## src/core/mis_pkg.sv

```systemverilog
package mis_pkg;

  // ----------------------------------------------------------------
  // bus
  // ----------------------------------------------------------------
  localparam int          MIS_AW           = 8;
  localparam logic [7:0]  MIS_OFS_CTRL     = 8'h00;
  localparam logic [7:0]  MIS_OFS_QUAL     = 8'h04;
  localparam logic [7:0]  MIS_OFS_START    = 8'h08;
  localparam logic [7:0]  MIS_OFS_DETECT   = 8'h0c;
  localparam logic [7:0]  MIS_OFS_RESTART  = 8'h10;
  localparam logic [7:0]  MIS_OFS_STATUS   = 8'h14;
  localparam logic [7:0]  MIS_OFS_IRQ_ST   = 8'h18;
  localparam logic [7:0]  MIS_OFS_IRQ_MASK = 8'h1c;
  localparam logic [7:0]  MIS_OFS_CMD      = 8'h20;

  // ----------------------------------------------------------------
  // ctrl fields
  // ----------------------------------------------------------------
  localparam int MIS_CTRL_POL      = 0;
  localparam int MIS_CTRL_REACT_LO = 1;
  localparam int MIS_CTRL_REACT_HI = 2;
  localparam int MIS_CTRL_RTYPE    = 3;
  localparam int MIS_CTRL_FUNC     = 4;
  localparam logic [4:0] MIS_CTRL_RST = 5'h00;

  // status / irq bit positions
  localparam int MIS_ST_ACTIVE   = 0;
  localparam int MIS_ST_ARMED    = 1;
  localparam int MIS_ST_ALARM    = 2;
  localparam int MIS_ST_SHUTDOWN = 3;
  localparam int MIS_ST_STOPREQ  = 4;
  localparam int MIS_ST_FAULT    = 5;
  localparam int MIS_IRQ_ALARM   = 0;
  localparam int MIS_IRQ_SHUT    = 1;
  localparam int MIS_IRQ_CLEAR   = 2;
  localparam int MIS_CMD_RESET   = 0;

  // delays in seconds, reset values
  localparam int          MIS_DW          = 16;
  localparam logic [15:0] MIS_QUAL_RST    = 16'h0000;
  localparam logic [15:0] MIS_START_RST   = 16'h0001;
  localparam logic [15:0] MIS_DETECT_RST  = 16'h0001;
  localparam logic [15:0] MIS_RESTART_RST = 16'h003c;

  // encodings (setting n/m minus one)
  localparam logic       MIS_POL_OPEN    = 1'b0;
  localparam logic       MIS_POL_CLOSED  = 1'b1;
  localparam logic [1:0] MIS_REACT_DIS   = 2'h0;
  localparam logic [1:0] MIS_REACT_ALARM = 2'h1;
  localparam logic [1:0] MIS_REACT_SHUT  = 2'h2;
  localparam logic       MIS_RTYPE_MAN   = 1'b0;
  localparam logic       MIS_FUNC_GP     = 1'b0;
  localparam logic       MIS_FUNC_RESET  = 1'b1;

  // time base
  localparam longint MIS_CLK_HZ  = 125000000;
  localparam longint MIS_TICK_S  = 1;
  localparam int     MIS_TICK_CYC = int'(MIS_CLK_HZ * MIS_TICK_S);

  typedef enum logic [1:0] {MIS_IDLE, MIS_ARMING, MIS_WATCH} mis_arm_e;

endpackage : mis_pkg

```

## src/core/mis_tmr_if.sv

```systemverilog
`timescale 1ns/1ns
interface mis_tmr_if;
  logic        run;
  logic        tick;
  logic [15:0] limit;
  logic        done;
  modport owner (output run, output tick, output limit, input done);
  modport timer (input run, input tick, input limit, output done);
endinterface : mis_tmr_if

```

## src/core/mis_top.sv

```systemverilog
// The AHB-Lite interface to the registers and the register addresses were left to the implementer.
`timescale 1ns/1ns
module mis_top
  import mis_pkg::*;
#(
  parameter int TICK_CYCLES = MIS_TICK_CYC
)(
  input  wire logic        hclk,
  input  wire logic        hresetn,
  input  wire logic        ce,
  input  wire logic        hsel,
  input  wire logic [31:0] haddr,
  input  wire logic [1:0]  htrans,
  input  wire logic        hwrite,
  input  wire logic [2:0]  hsize,
  input  wire logic [31:0] hwdata,
  input  wire logic        hready,
  output logic [31:0]      hrdata,
  output logic             hreadyout,
  output logic             hresp,
  input  wire logic        contact_closed,
  input  wire logic        pump_running,
  input  wire logic        fault_in,
  output logic             stop_request,
  output logic             alarm_event,
  output logic             shutdown_event,
  output logic             fault_clear,
  output logic             irq
);

  // ----------------------------------------------------------------
  // registers
  // ----------------------------------------------------------------
  logic [4:0]  ctrl;
  logic [15:0] qual_dly;
  logic [15:0] start_dly;
  logic [15:0] detect_dly;
  logic [15:0] restart_dly;
  logic [2:0]  irq_st;
  logic [2:0]  irq_mask;
  logic        man_reset;
  logic        fault_seen;

  logic        pol;
  logic [1:0]  react;
  logic        rtype;
  logic        func;
  assign pol   = ctrl[MIS_CTRL_POL];
  assign react = ctrl[MIS_CTRL_REACT_HI:MIS_CTRL_REACT_LO];
  assign rtype = ctrl[MIS_CTRL_RTYPE];
  assign func  = ctrl[MIS_CTRL_FUNC];

  // ----------------------------------------------------------------
  // ahb-lite slave, zero wait states
  // ----------------------------------------------------------------
  logic       dp_wr;
  logic [7:0] dp_addr;
  logic       accept;
  assign accept = hsel && hready && htrans[1];

  always_ff @(posedge hclk or negedge hresetn) begin
    if (!hresetn) begin
      dp_wr   <= 1'b0;
      dp_addr <= 8'h00;
    end else if (ce) begin
      dp_wr   <= accept && hwrite;
      dp_addr <= haddr[7:0];
    end
  end

  always_ff @(posedge hclk or negedge hresetn) begin
    if (!hresetn) begin
      hreadyout <= 1'b1;
      hresp     <= 1'b0;
    end else begin
      hreadyout <= 1'b1;
      hresp     <= 1'b0;
    end
  end

  // ----------------------------------------------------------------
  // seconds time base
  // ----------------------------------------------------------------
  logic [31:0] tick_cnt;
  logic        tick;
  always_ff @(posedge hclk or negedge hresetn) begin
    if (!hresetn) begin
      tick_cnt <= 32'h0000_0000;
      tick     <= 1'b0;
    end else if (ce) begin
      if (tick_cnt >= 32'(TICK_CYCLES - 1)) begin
        tick_cnt <= 32'h0000_0000;
        tick     <= 1'b1;
      end else begin
        tick_cnt <= tick_cnt + 32'h0000_0001;
        tick     <= 1'b0;
      end
    end
  end

  // ----------------------------------------------------------------
  // input conditioning
  // ----------------------------------------------------------------
  logic raw_active;
  logic qualified;
  assign raw_active = (pol == MIS_POL_CLOSED) ? contact_closed : !contact_closed;

  mis_tmr_if q_if ();
  assign q_if.run   = raw_active;
  assign q_if.tick  = tick;
  assign q_if.limit = qual_dly;
  mis_sec_timer u_qual (.hclk(hclk), .hresetn(hresetn), .ce(ce), .t(q_if));
  assign qualified = q_if.done;

  // ----------------------------------------------------------------
  // start arming
  // ----------------------------------------------------------------
  mis_arm_e arm_st;
  mis_tmr_if s_if ();
  assign s_if.run   = (arm_st == MIS_ARMING) && pump_running;
  assign s_if.tick  = tick;
  assign s_if.limit = start_dly;
  mis_sec_timer u_start (.hclk(hclk), .hresetn(hresetn), .ce(ce), .t(s_if));

  // the delay counts main pump run time only; a stop before expiry re-arms
  always_ff @(posedge hclk or negedge hresetn) begin
    if (!hresetn) begin
      arm_st <= MIS_IDLE;
    end else if (ce) begin
      case (arm_st)
        MIS_IDLE:   if (pump_running) arm_st <= MIS_ARMING;
        MIS_ARMING: begin
          if (!pump_running) arm_st <= MIS_IDLE;
          else if (s_if.done) arm_st <= MIS_WATCH;
        end
        MIS_WATCH:  if (!pump_running) arm_st <= MIS_IDLE;
        default:    arm_st <= MIS_IDLE;
      endcase
    end
  end

  // ----------------------------------------------------------------
  // detection
  // ----------------------------------------------------------------
  logic evaluate;
  logic detected;
  assign evaluate = (arm_st == MIS_WATCH) && pump_running && (func == MIS_FUNC_GP)
                    && (react != MIS_REACT_DIS) && qualified;
  mis_tmr_if d_if ();
  assign d_if.run   = evaluate;
  assign d_if.tick  = tick;
  assign d_if.limit = detect_dly;
  mis_sec_timer u_det (.hclk(hclk), .hresetn(hresetn), .ce(ce), .t(d_if));
  assign detected = d_if.done;

  logic set_alarm;
  logic set_shut;
  assign set_alarm = detected && (react == MIS_REACT_ALARM) && !alarm_event;
  assign set_shut  = detected && (react == MIS_REACT_SHUT) && !shutdown_event;

  // ----------------------------------------------------------------
  // clearing sources
  // ----------------------------------------------------------------
  logic reset_in;
  logic restart_done;
  assign reset_in = (func == MIS_FUNC_RESET) && qualified;

  mis_tmr_if r_if ();
  assign r_if.run   = shutdown_event && (rtype != MIS_RTYPE_MAN);
  assign r_if.tick  = tick;
  assign r_if.limit = restart_dly;
  mis_sec_timer u_rst (.hclk(hclk), .hresetn(hresetn), .ce(ce), .t(r_if));
  assign restart_done = r_if.done;

  logic clr_shut;
  assign clr_shut = man_reset || restart_done || reset_in;

  // set wins over clear; alarm clears on a reset or by itself once detection ends
  always_ff @(posedge hclk or negedge hresetn) begin
    if (!hresetn) begin
      shutdown_event <= 1'b0;
      stop_request   <= 1'b0;
    end else if (ce) begin
      if (set_shut) begin
        shutdown_event <= 1'b1;
        stop_request   <= 1'b1;
      end else if (clr_shut) begin
        shutdown_event <= 1'b0;
        stop_request   <= 1'b0;
      end
    end
  end

  always_ff @(posedge hclk or negedge hresetn) begin
    if (!hresetn) begin
      alarm_event <= 1'b0;
    end else if (ce) begin
      if (set_alarm) alarm_event <= 1'b1;
      else if (man_reset || reset_in || !detected) alarm_event <= 1'b0;
    end
  end

  // fault clear is a level request to the fault owner while the reset input is active and fault_in is high
  always_ff @(posedge hclk or negedge hresetn) begin
    if (!hresetn) begin
      fault_clear <= 1'b0;
      fault_seen  <= 1'b0;
    end else if (ce) begin
      fault_seen  <= fault_in;
      fault_clear <= reset_in && fault_in;
    end
  end

  // ----------------------------------------------------------------
  // register writes
  // ----------------------------------------------------------------
  logic wr_irq_st, wr_cmd;
  assign wr_irq_st = dp_wr && dp_addr == MIS_OFS_IRQ_ST;
  assign wr_cmd    = dp_wr && dp_addr == MIS_OFS_CMD;

  always_ff @(posedge hclk or negedge hresetn) begin
    if (!hresetn) begin
      ctrl        <= MIS_CTRL_RST;
      qual_dly    <= MIS_QUAL_RST;
      start_dly   <= MIS_START_RST;
      detect_dly  <= MIS_DETECT_RST;
      restart_dly <= MIS_RESTART_RST;
      irq_mask    <= 3'h0;
    end else if (ce && dp_wr) begin
      case (dp_addr)
        MIS_OFS_CTRL:     ctrl        <= hwdata[4:0];
        MIS_OFS_QUAL:     qual_dly    <= hwdata[15:0];
        MIS_OFS_START:    start_dly   <= hwdata[15:0];
        MIS_OFS_DETECT:   detect_dly  <= hwdata[15:0];
        MIS_OFS_RESTART:  restart_dly <= hwdata[15:0];
        MIS_OFS_IRQ_MASK: irq_mask    <= hwdata[2:0];
        default: ;
      endcase
    end
  end

  // operator reset is a one-cycle pulse from a command write
  always_ff @(posedge hclk or negedge hresetn) begin
    if (!hresetn) begin
      man_reset <= 1'b0;
    end else if (ce) begin
      man_reset <= wr_cmd && hwdata[MIS_CMD_RESET];
    end
  end

  // ----------------------------------------------------------------
  // interrupts
  // ----------------------------------------------------------------
  logic [2:0] irq_set;
  assign irq_set = {clr_shut && shutdown_event, set_shut, set_alarm};

  always_ff @(posedge hclk or negedge hresetn) begin
    if (!hresetn) begin
      irq_st <= 3'h0;
      irq    <= 1'b0;
    end else if (ce) begin
      irq_st <= irq_set | (irq_st & ~(wr_irq_st ? hwdata[2:0] : 3'h0));
      irq    <= |((irq_set | (irq_st & ~(wr_irq_st ? hwdata[2:0] : 3'h0))) & irq_mask);
    end
  end

  // ----------------------------------------------------------------
  // read data
  // ----------------------------------------------------------------
  logic [31:0] rd_mux;
  always_comb begin
    rd_mux = 32'h0000_0000;
    case (haddr[7:0])
      MIS_OFS_CTRL:     rd_mux = {27'h0, ctrl};
      MIS_OFS_QUAL:     rd_mux = {16'h0, qual_dly};
      MIS_OFS_START:    rd_mux = {16'h0, start_dly};
      MIS_OFS_DETECT:   rd_mux = {16'h0, detect_dly};
      MIS_OFS_RESTART:  rd_mux = {16'h0, restart_dly};
      MIS_OFS_STATUS:   rd_mux = {26'h0, fault_seen, stop_request, shutdown_event,
                                  alarm_event, arm_st == MIS_WATCH, qualified};
      MIS_OFS_IRQ_ST:   rd_mux = {29'h0, irq_st};
      MIS_OFS_IRQ_MASK: rd_mux = {29'h0, irq_mask};
      default:          rd_mux = 32'h0000_0000;
    endcase
  end

  // read data registered when the address phase is taken, so it stands in the data phase
  // limitation: a read right behind a write sees the register as it was before that write
  always_ff @(posedge hclk or negedge hresetn) begin
    if (!hresetn) begin
      hrdata <= 32'h0000_0000;
    end else if (ce) begin
      hrdata <= (accept && !hwrite) ? rd_mux : 32'h0000_0000;
    end
  end

endmodule : mis_top

```

## src/core/mis_sec_timer.sv

```systemverilog
`timescale 1ns/1ns
module mis_sec_timer
  import mis_pkg::*;
(
  input  wire logic   hclk,
  input  wire logic   hresetn,
  input  wire logic   ce,
  mis_tmr_if.timer    t
);
  logic [15:0] cnt;

  // restarts from zero whenever run drops
  always_ff @(posedge hclk or negedge hresetn) begin
    if (!hresetn) begin
      cnt <= 16'h0000;
    end else if (ce) begin
      if (!t.run) begin
        cnt <= 16'h0000;
      end else if (t.tick && cnt < t.limit) begin
        cnt <= cnt + 16'h0001;
      end
    end
  end

  assign t.done = t.run && (cnt >= t.limit);
endmodule : mis_sec_timer

```

## config.mk

```make
export PLATFORM = sky130hd
export DESIGN_NAME = mis_top
export DESIGN_NICKNAME = d
export VERILOG_FILES = /design/src/core/mis_pkg.sv /design/src/core/mis_tmr_if.sv /design/src/core/mis_top.sv /design/src/core/mis_sec_timer.sv
export SDC_FILE = /design/constraint.sdc
export NUM_CORES = 1
export LEC_CHECK = 0
export ABC_AREA = 1
export BUFFER_PORTS_ARGS = -buffer_cell sky130_fd_sc_hd__buf_2
export CORE_ASPECT_RATIO = 1.4
export CORE_MARGIN = 2
export CORE_UTILIZATION = 30
export CTS_BUF_LIST = sky130_fd_sc_hd__clkbuf_8
export CTS_CLUSTER_DIAMETER = 120
export DETAILED_ROUTE_END_ITERATION = 16
export GPL_TIMING_DRIVEN = 0
export PLACE_DENSITY = 0.49
export SLEW_MARGIN = 5
export SYNTH_ARGS = -nofsm -noshare
export SYNTH_HDL_FRONTEND = slang
export SYNTH_SLANG_ARGS = --single-unit
```

## constraint.sdc

```tcl
create_clock -name hclk -period 2.3 [get_ports hclk]
set_input_delay 0.115 -clock hclk [delete_from_list [all_inputs] [get_ports hclk]]
set_output_delay 0.115 -clock hclk [all_outputs]
set_load 0.1 [all_outputs]
```

# ---- After elaboration in Yosys (flattened, before gate mapping)
# Index checks and enable logic that the tools add are counted.
dict set report totals {
  n_memories 0
  mem_bits_rw 0
  ff_bits 221
  output_inout_bits 39
  inputBits 78
  mem_bits_ro 0
  latch_bits 0
}
dict set report op_classes {
  n_div 0
  add_sub_neg 5
  mux 23
  shifts 0
  eq_ne 25
  mul 0
  n_reduce_logical 58
  bitwise_logic 5
  magnitude_cmp 9
}
# cell n
set ops {}
lappend ops {{$mux 16} 8}
lappend ops {{$pmux 16 s8} 1}
lappend ops {{$add 16x1->16 const B} 4}
lappend ops {{$ge 16x16->1} 4}
lappend ops {{$lt 16x16->1} 4}
lappend ops {{$mux 32} 2}
lappend ops {{$eq 8x5->1 const B} 7}
lappend ops {{$add 32x1->32 const B} 1}
lappend ops {{$eq 8x4->1 const B} 4}
lappend ops {{$ge 32x27->1 const B} 1}
lappend ops {{$logic_and 1x1->1} 29}
lappend ops {{$reduce_and 2->1} 12}
lappend ops {{$eq 8x3->1 const B} 2}
lappend ops {{$logic_not 8->1} 2}
lappend ops {{$ne 2x2->1 const B} 6}
lappend ops {{$eq 8x6->1 const B} 1}
lappend ops {{$mux 2} 4}
lappend ops {{$and 3x3->3} 2}
lappend ops {{$mux 1} 6}
lappend ops {{$pmux 2 s3} 1}
lappend ops {{$reduce_bool 2->1} 3}
lappend ops {{$logic_not 1->1} 5}
lappend ops {{$eq 2x1->1 const B} 2}
lappend ops {{$eq 2x2->1 const B} 2}
lappend ops {{other kinds (9)} 12}

# ---- Longest topological paths before layout
# Gate-level depths: netlist (run 1).
dict set report logic_depth {
  word_depth 11
  mapped_depth 18
}

# ---- By module
# Synthesis (run 1) repeated with hierarchy kept, for this count alone.
dict set report unflattened {
  cells_unflattened 1755
  area_unflattened_um2 13033.8
}
# mod instances cells_each area_each_um2
set modules_own_cells {}
lappend modules_own_cells {mis_top 1 851 6932.9}
lappend modules_own_cells {mis_sec_timer 4 226 1525.2}

# ---- Least setup slack after synthesis (run 1)
# OpenSTA, ideal clock, no wires.
dict set report synth_timing {
  kind {reg2reg}
  startpoint {reg restart_dly[3] (netlist: r_if.limit[3])}
  endpoint {reg u_rst.cnt[12]}
  t_arrival_ps 2046
  setup_time_ps 71
  n_path_buf 0
  stages_incl_launch_ff 18
  t_required_ps 2229
  setup_slack_ps 182
  cell_sequence {dfstp_2 > inv_1 > ha_1 > nand2_1 > inv_1 > nand2_1 > nand2_1 > nand2_1 > nand2_1 > nand2_1 > nand3_1 > nand2_1 > nand2_1 > nor2_1 > nand2_1 > o21ai_0 > nand2_1 > nor2_1}
}
dict set report synth_between {
  elab_chain_len 4
}
# item line_no
set synth_rtl {}
lappend synth_rtl {{start, declared} mis_top.sv:38} ;# logic [15:0] restart_dly;
lappend synth_rtl {{start signal, assigned} mis_top.sv:235} ;# MIS_OFS_RESTART: restart_dly <= hwdata[15:0];
lappend synth_rtl {{$lt 16x16->1} mis_sec_timer.sv:19} ;# end else if (t.tick && cnt < t.limit) begin
lappend synth_rtl {{$logic_and 1x1->1} mis_sec_timer.sv:19}
lappend synth_rtl {{$ne 2x2->1 (no line)} -}
lappend synth_rtl {{$reduce_and 2->1 (no line)} -}
lappend synth_rtl {{end signal, assigned} mis_sec_timer.sv:20} ;# cnt <= cnt + 16'h0001;
lappend synth_rtl {{end, declared} mis_sec_timer.sv:10} ;# logic [15:0] cnt;
# Every way passes these cells.
# A chain may end at the register's enable or synchronous reset.

# ---- Final worst setup path (run 1)
dict set report layout_timing {
  startpoint {reg qual_dly[11] (netlist: q_if.limit[11])}
  endpoint {reg u_det.cnt[8]}
}
dict set report layout_between {
  elab_chain_len 5
}
# item line_no
set layout_rtl {}
lappend layout_rtl {{start, declared} mis_top.sv:35} ;# logic [15:0] qual_dly;
lappend layout_rtl {{start signal, assigned} mis_top.sv:232} ;# MIS_OFS_QUAL: qual_dly <= hwdata[15:0];
lappend layout_rtl {{$ge 16x16->1 *} mis_sec_timer.sv:25} ;# assign t.done = t.run && (cnt >= t.limit);
lappend layout_rtl {{$logic_and 1x1->1 *} mis_sec_timer.sv:25}
lappend layout_rtl {{$logic_and 1x1->1 *} mis_top.sv:148} ;# && (react != MIS_REACT_DIS) && qualified;
lappend layout_rtl {{$ne 2x2->1 (no line)} -}
lappend layout_rtl {{$reduce_and 2->1 (no line)} -}
lappend layout_rtl {{end signal, assigned} mis_sec_timer.sv:20}
lappend layout_rtl {{end, declared} mis_sec_timer.sv:10}
# Mark *: on every way between the ends. The rest lies on a longest branch, timed or not.

==> results of run 1 <==
==> stage by stage <==
stage          hold slack (ps)  power [mW]  setup slack (ps)    util  setup TNS (ps)
6_report                 18.93       8.588             45.38  0.3762               0
5_1_grt                  53.97       9.006            -61.90  0.3762          -519.2
4_1_cts                  15.07       8.678             1.440  0.3648               0
3_5_place_dp             44.33       4.788            -335.5  0.3319          -10060
3_3_place_gp             326.1       4.758             -2695  0.3302         -547020
2_1_floorplan           -180.6       4.462             182.4       -               0
==> placed cells by master (no fill, tap or decap), drive strengths merged, types with 2 or more instances in the layout <==
master / Yosys / final
a211oi: 3 / 3
nand4: 24 / 24
dfrtp: 199 / 199
nand2: 359 / 359
nand3: 83 / 83
a221oi: 9 / 9
a21o: 2 / 2
xor2: 25 / 25
or2: 2 / 2
dlygate4sd3: 0 / 28
o211ai: 2 / 2
and2: 2 / 2
dfstp: 6 / 6
nor2: 119 / 119
and3: 2 / 2
nor3b: 2 / 2
xnor2: 9 / 9
o22ai: 19 / 19
inv: 217 / 228
conb: 2 / 18
a31oi: 2 / 2
a21oi: 56 / 56
clkbuf: 25 / 78
o31ai: 10 / 10
buf: 27 / 110
o21a: 3 / 3
o21ai: 149 / 149
clkinv: 1 / 7
nand3b: 4 / 4
nor3: 52 / 52
nor4: 16 / 16
ha: 69 / 69
==> sequential cells by signal (all words and copies together), names as in the netlist, 5 cells and up <==
register,cells
tick_cnt,32
d_if.limit,16
hrdata,16
q_if.limit,16
r_if.limit,16
s_if.limit,16
u_det.cnt,16
u_qual.cnt,16
u_rst.cnt,16
u_start.cnt,16
dp_addr,8
ctrl,5
==> worst max-delay path, delay by kind of cell, from the launching register on <==
kind | cells | cell delay [ps]
compound gates | 2 | 290
simple gates | 9 | 890
fa+ha+maj | 1 | 230
buf+inv | 4 | 360
flops | 1 | 390
==> kinds of logic (layout without fill, tap and decap cells) <==
logic type,after synthesis,count (layout),share of synthesized area
AOI/OAI and AO/OA,260,260,0.1218
adders and majority gates,69,69,0.07361
buffers and inverters,270,452,0.09388
DFF,205,205,0.4380
and+or+nand+nor,665,665,0.2460
other,2,18,0.0006403
xor gates and xnor gates,34,34,0.02603
==> routing by layer <==
layer,vias up,routed length [um],global-route usage
met2,204,19510,0.3434
met3,83,1269,0.02836
met4,2,1424,0.07987
met5,-,11,0
li1,5254,-,-
met1,5094,14040,0.1980
==> timing repair <==
action                     in CTS  in global routing
hold endpoints to repair      203                  0
resized for setup              32                 72
cloned                          1                  0
pin swaps                       6                 31
setup endpoints to repair      56                 75
setup buffers                  12                 16
hold buffers                   28                  0
==> power by group <==
part / switching [mW] / leakage (nW) / internal [mW] / total, mW
Combinational: 0.686 / 3.48 / 0.299 / 0.985
Sequential: 0.0989 / 2.79 / 3.73 / 3.83
Clock: 1.67 / 0.461 / 2.10 / 3.78
Total: 2.46 / 6.74 / 6.13 / 8.59
==> worst paths after layout <==
check	endpoint	slack [ps]	start	depth (start not counted)
min in group hclk	tick_cnt[3]	60	ce	4
hold reg to reg	dp_addr[7]	470	dp_addr[7]	2
setup reg to reg	u_det.cnt[8]	50	q_if.limit[11]	16
hold / removal	tick_cnt[22]	20	hresetn	2
setup / recovery	u_det.cnt[8]	50	q_if.limit[11]	16
max in group asynchronous	r_if.limit[5]	1110	hresetn	4
==> area by class of cell <==
class,count,share of cell area
tap,522,0.04509
multi-input combinational,1046,0.4088
clock inverter,18,0.007688
buffer,52,0.02047
inverter,218,0.05666
timing repair buffer,113,0.05736
sequential,205,0.3554
clock buffer,51,0.04846
==> qor.yml, run 1 <==
status: "finished, final reports clean"
slowest_stage: "dfrtp_1"
dr.pass1.iters: 5
wire_per_inst_um: 16.29
start_kind: "flip-flop"
register_area_sq_um: 5149
grt_pass1_vias: 10730
dp_cells: 2099
gp_congestion: 0.8745
yosysTopAreaCellShare: 0.4246
multi_input_area_sq_um: 5922
drtAntennaViolNets: 0
io_buffers: 54
synth_cell_types: 47
fin_crit_sh: 0.9803
totalWireLength_mm: 36.25
synth.most_common_cell: "nand2_1"
drt_iter0_markers: 502
start_util: 0.3046
antenna_found_initial: 1
ioPinCount: 117
yosysWarnings: 0
required_ps: 2790
p_leak_nw: 6.735
fin_cells: 2225
area_growth_pct: 23.50
dpl_cell_area_sq_um: 12780
clock_path_buffers: 3
power_density_nw_per_um2: 592.9
crit_fanout: 5
endpoint_kind: "flip-flop"
ys_seq_elements: 205
fin_skew_ps: 22.51
gr-total-overflow: 0
clock_sinks: 205
cpPeakStageDelay_ps: 390
clkSlewWorstSetupHoldPaths_ps: 70
grt_pass1_wl_mm: 57.53
synth_common_cells: "nand2_1 (356), inv_1 (211), dfrtp_1 (199)"
grt_usage: 0.1821
dpl.hpwl_mm: 27.55
finalInstanceArea_sq_um: 14490
synth_area_leaders: "dfrtp_1 (42%), nand2_1 (11%), ha_1 (7.4%)"
rsz0062_at_grt: "true"
diodes: 0
peakVddDrop_mv: 0.2724
critical_path.cell_chain: "inv_2 -> ha_4 -> nand2_4 -> inv_1 -> nand2_1 -> nand2_1 -> a21oi_2 -> nand4_1 -> nand3_4 -> nand2_4 -> nand2_4 -> buf_6 -> nand2_4 -> inv_2 -> nand2_2 -> a21oi_2"
cts_buffers: 38
die_h_um: 238.0
synth-edff-count: 0
drive_above_1_share: 0.1609
fmax_ghz: 0.4435
path_common_cell: "nand2_4"
die_width_um: 171.1
hold_violations: 0
tritoncts: "built"
dieArea_sq_um: 40720
cts_root_buffer: "clkbuf_8"
synth_area_sq_um: 11730
yosysSeqAreaShare: 0.4380
syn_area_per_cell_sq_um: 7.793
core_area_sq_um: 38500
max_cap_violations: 0
finalNetCount: 1821
drv_slew: 0
nFillCells: 4077
synth_area_leader_cell: "dfrtp_1"
grt_start_max_net_pins: 83
setup_viol: 0
worst_pin_slew_ps: 813.6
via_per_inst: 4.781
synthCells: 1505
drc: 0
path_class: "reg2reg"
clk_latency_ps: 570
synthFlopType: "dfrtp_1"
min_period_ps: 2255
num_vias: 10640
max_slew_margin: 0.4576
async_flop_share: 1.000
hp-class: "in2async"
num_rows: 85
htreeDepth: 2
crit_arrival_ps: 2740
No activity file was read; power rests on OpenSTA's default activity.
==> run 2: changes to the inputs <==
Settings changed: CORE_MARGIN 2 to not set, CORE_UTILIZATION 30 to 35, PLACE_DENSITY 0.49 to 0.55.
==> qor.yml, run 2 (synthesized netlist as in run 1, its figures left out) <==
drt_iter0_markers: 656
start_util: 0.3542
final_common_cell: "nand2_1"
cts_buffers: 36
grt_pass1_vias: 10520
crit_arrival_ps: 2700
die_h_um: 218.6
start_kind: "flip-flop"
drc: 0
htreeDepth: 2
clk_latency_ps: 560
hold_ws_ps: 31.47
top_register: "tick_cnt"
wire_per_inst_um: 16.30
dpl_cell_area_sq_um: 12650
num_vias: 10550
required_ps: 2740
path_class: "reg2reg"
gp_congestion: 0.8597
setup_viol: 0
peakVddDrop_mv: 0.2833
post-place-ws_ps: -293.4
die_width_um: 156.7
totalWireLength_mm: 34.94
crit_fanout: 6
hold_violations: 0
p_total_mw: 8.197
ioPinCount: 117
dr.pass1.iters: 6
grt_usage: 0.2105
diodes: 0
dpl.hpwl_mm: 25.90
cts_root_buffer: "clkbuf_8"
min_period_ps: 2265
finalWorstSetupSlack_ps: 34.72
clock_sinks: 205
gr-total-overflow: 0
post-route-util: 0.4294
finalInstanceArea_sq_um: 14220
io_buffers: 54
largest_reg_flops: 32
clock_path_buffers: 3
rsz0062_at_grt: "true"
endpoint_kind: "flip-flop"
worst_pin_slew_ps: 813.4
fin_skew_ps: 18.97
max_slew_margin: 0.4577
p_leak_nw: 6.683
finalNetCount: 1819
area_growth_pct: 21.24
status: "finished, final reports clean"
tritoncts: "built"
clkSlewWorstSetupHoldPaths_ps: 60
via_per_inst: 4.925
final_cell_mix: "nand2_1 (343), inv_1 (209), dfrtp_1 (194), o21ai_0 (136), nor2_1 (106)"
max_cap_violations: 0
drtAntennaViolNets: 0
power_density_nw_per_um2: 576.5
dieArea_sq_um: 34260
num_rows: 79
grt_pass1_wl_mm: 55.81
fmax_ghz: 0.4414
fin_crit_sh: 0.9849
drive_above_1_share: 0.1561
antenna_found_initial: 0
core_area_sq_um: 33110
hp-class: "in2reg"
drv_slew: 0
grt_start_max_net_pins: 106
run 2: worst paths after layout:
kind | from | endpoint | slack, ps | cells past startpoint
max | q_if.limit[13] | u_det.cnt[8] | 30 | 15
min | hwdata[3] | r_if.limit[3] | 30 | 3
max reg2reg | q_if.limit[13] | u_det.cnt[8] | 30 | 15
min reg2reg | dp_addr[6] | dp_addr[6] | 470 | 2
max in group asynchronous | hresetn | irq_st[0] | 1070 | 3
min in group asynchronous | hresetn | u_rst.cnt[11] | 190 | 2
run 2: layer usage:
layer  global-route usage  routed length [um]
met1               0.2378               14100
met5                    0                   0
met4              0.06961                 947
met2               0.4007               18640
met3              0.02637                1248
run 2: where the power goes:
part / total (mW) / switching (mW) / internal, mW
clock: 3.39 / 1.59 / 1.80
sequential: 3.82 / 0.0974 / 3.73
combinational: 0.981 / 0.674 / 0.307
run 2: area by class of cell:
| class | instances | area, sq um |
|---|---|---|
| tap | 445 | 556.8 |
| sequential | 205 | 5144 |
| buffer | 52 | 295.3 |
| fill | 3352 | 18890 |
| clock inverter | 18 | 81.33 |
| clock buffer | 46 | 633.1 |
| timing repair buffer | 113 | 817.0 |
| multi-input combinational | 1046 | 5872 |
| inverter | 218 | 820.8 |
run 2: worst max-delay path, stage by stage (launching register included):
cell     delay, ps
dfrtp_1        360
inv_2           70
ha_1           320
nand2_1         70
nand2_1         40
nand2_1         50
nand2_1         70
a21oi_2        150
nand4_1        210
nand3_4        160
nand2_4         80
nand2_4        100
buf_6          140
nand2_4         60
o21ai_0        200
a21oi_2         50
run 2: through the flow:
| stage | setup TNS (ps) | cells |
|---|---|---|
| after floorplan | 0 | 1521 |
| after CTS | 0 | 2123 |
| final | 0 | 2143 |
| after detailed placement | -7309 | 2021 |
| after global routing | -676.8 | 2143 |
| after global placement | -523710 | 2020 |
run 2: repair_timing:
item | CTS | global route
setup endpoints to repair | 54 | 71
gates cloned | 0 | 1
pin swaps | 5 | 11
hold buffers | 28 | 0
gates resized for setup | 24 | 77
setup buffers | 10 | 19
hold endpoints to repair | 173 | 0
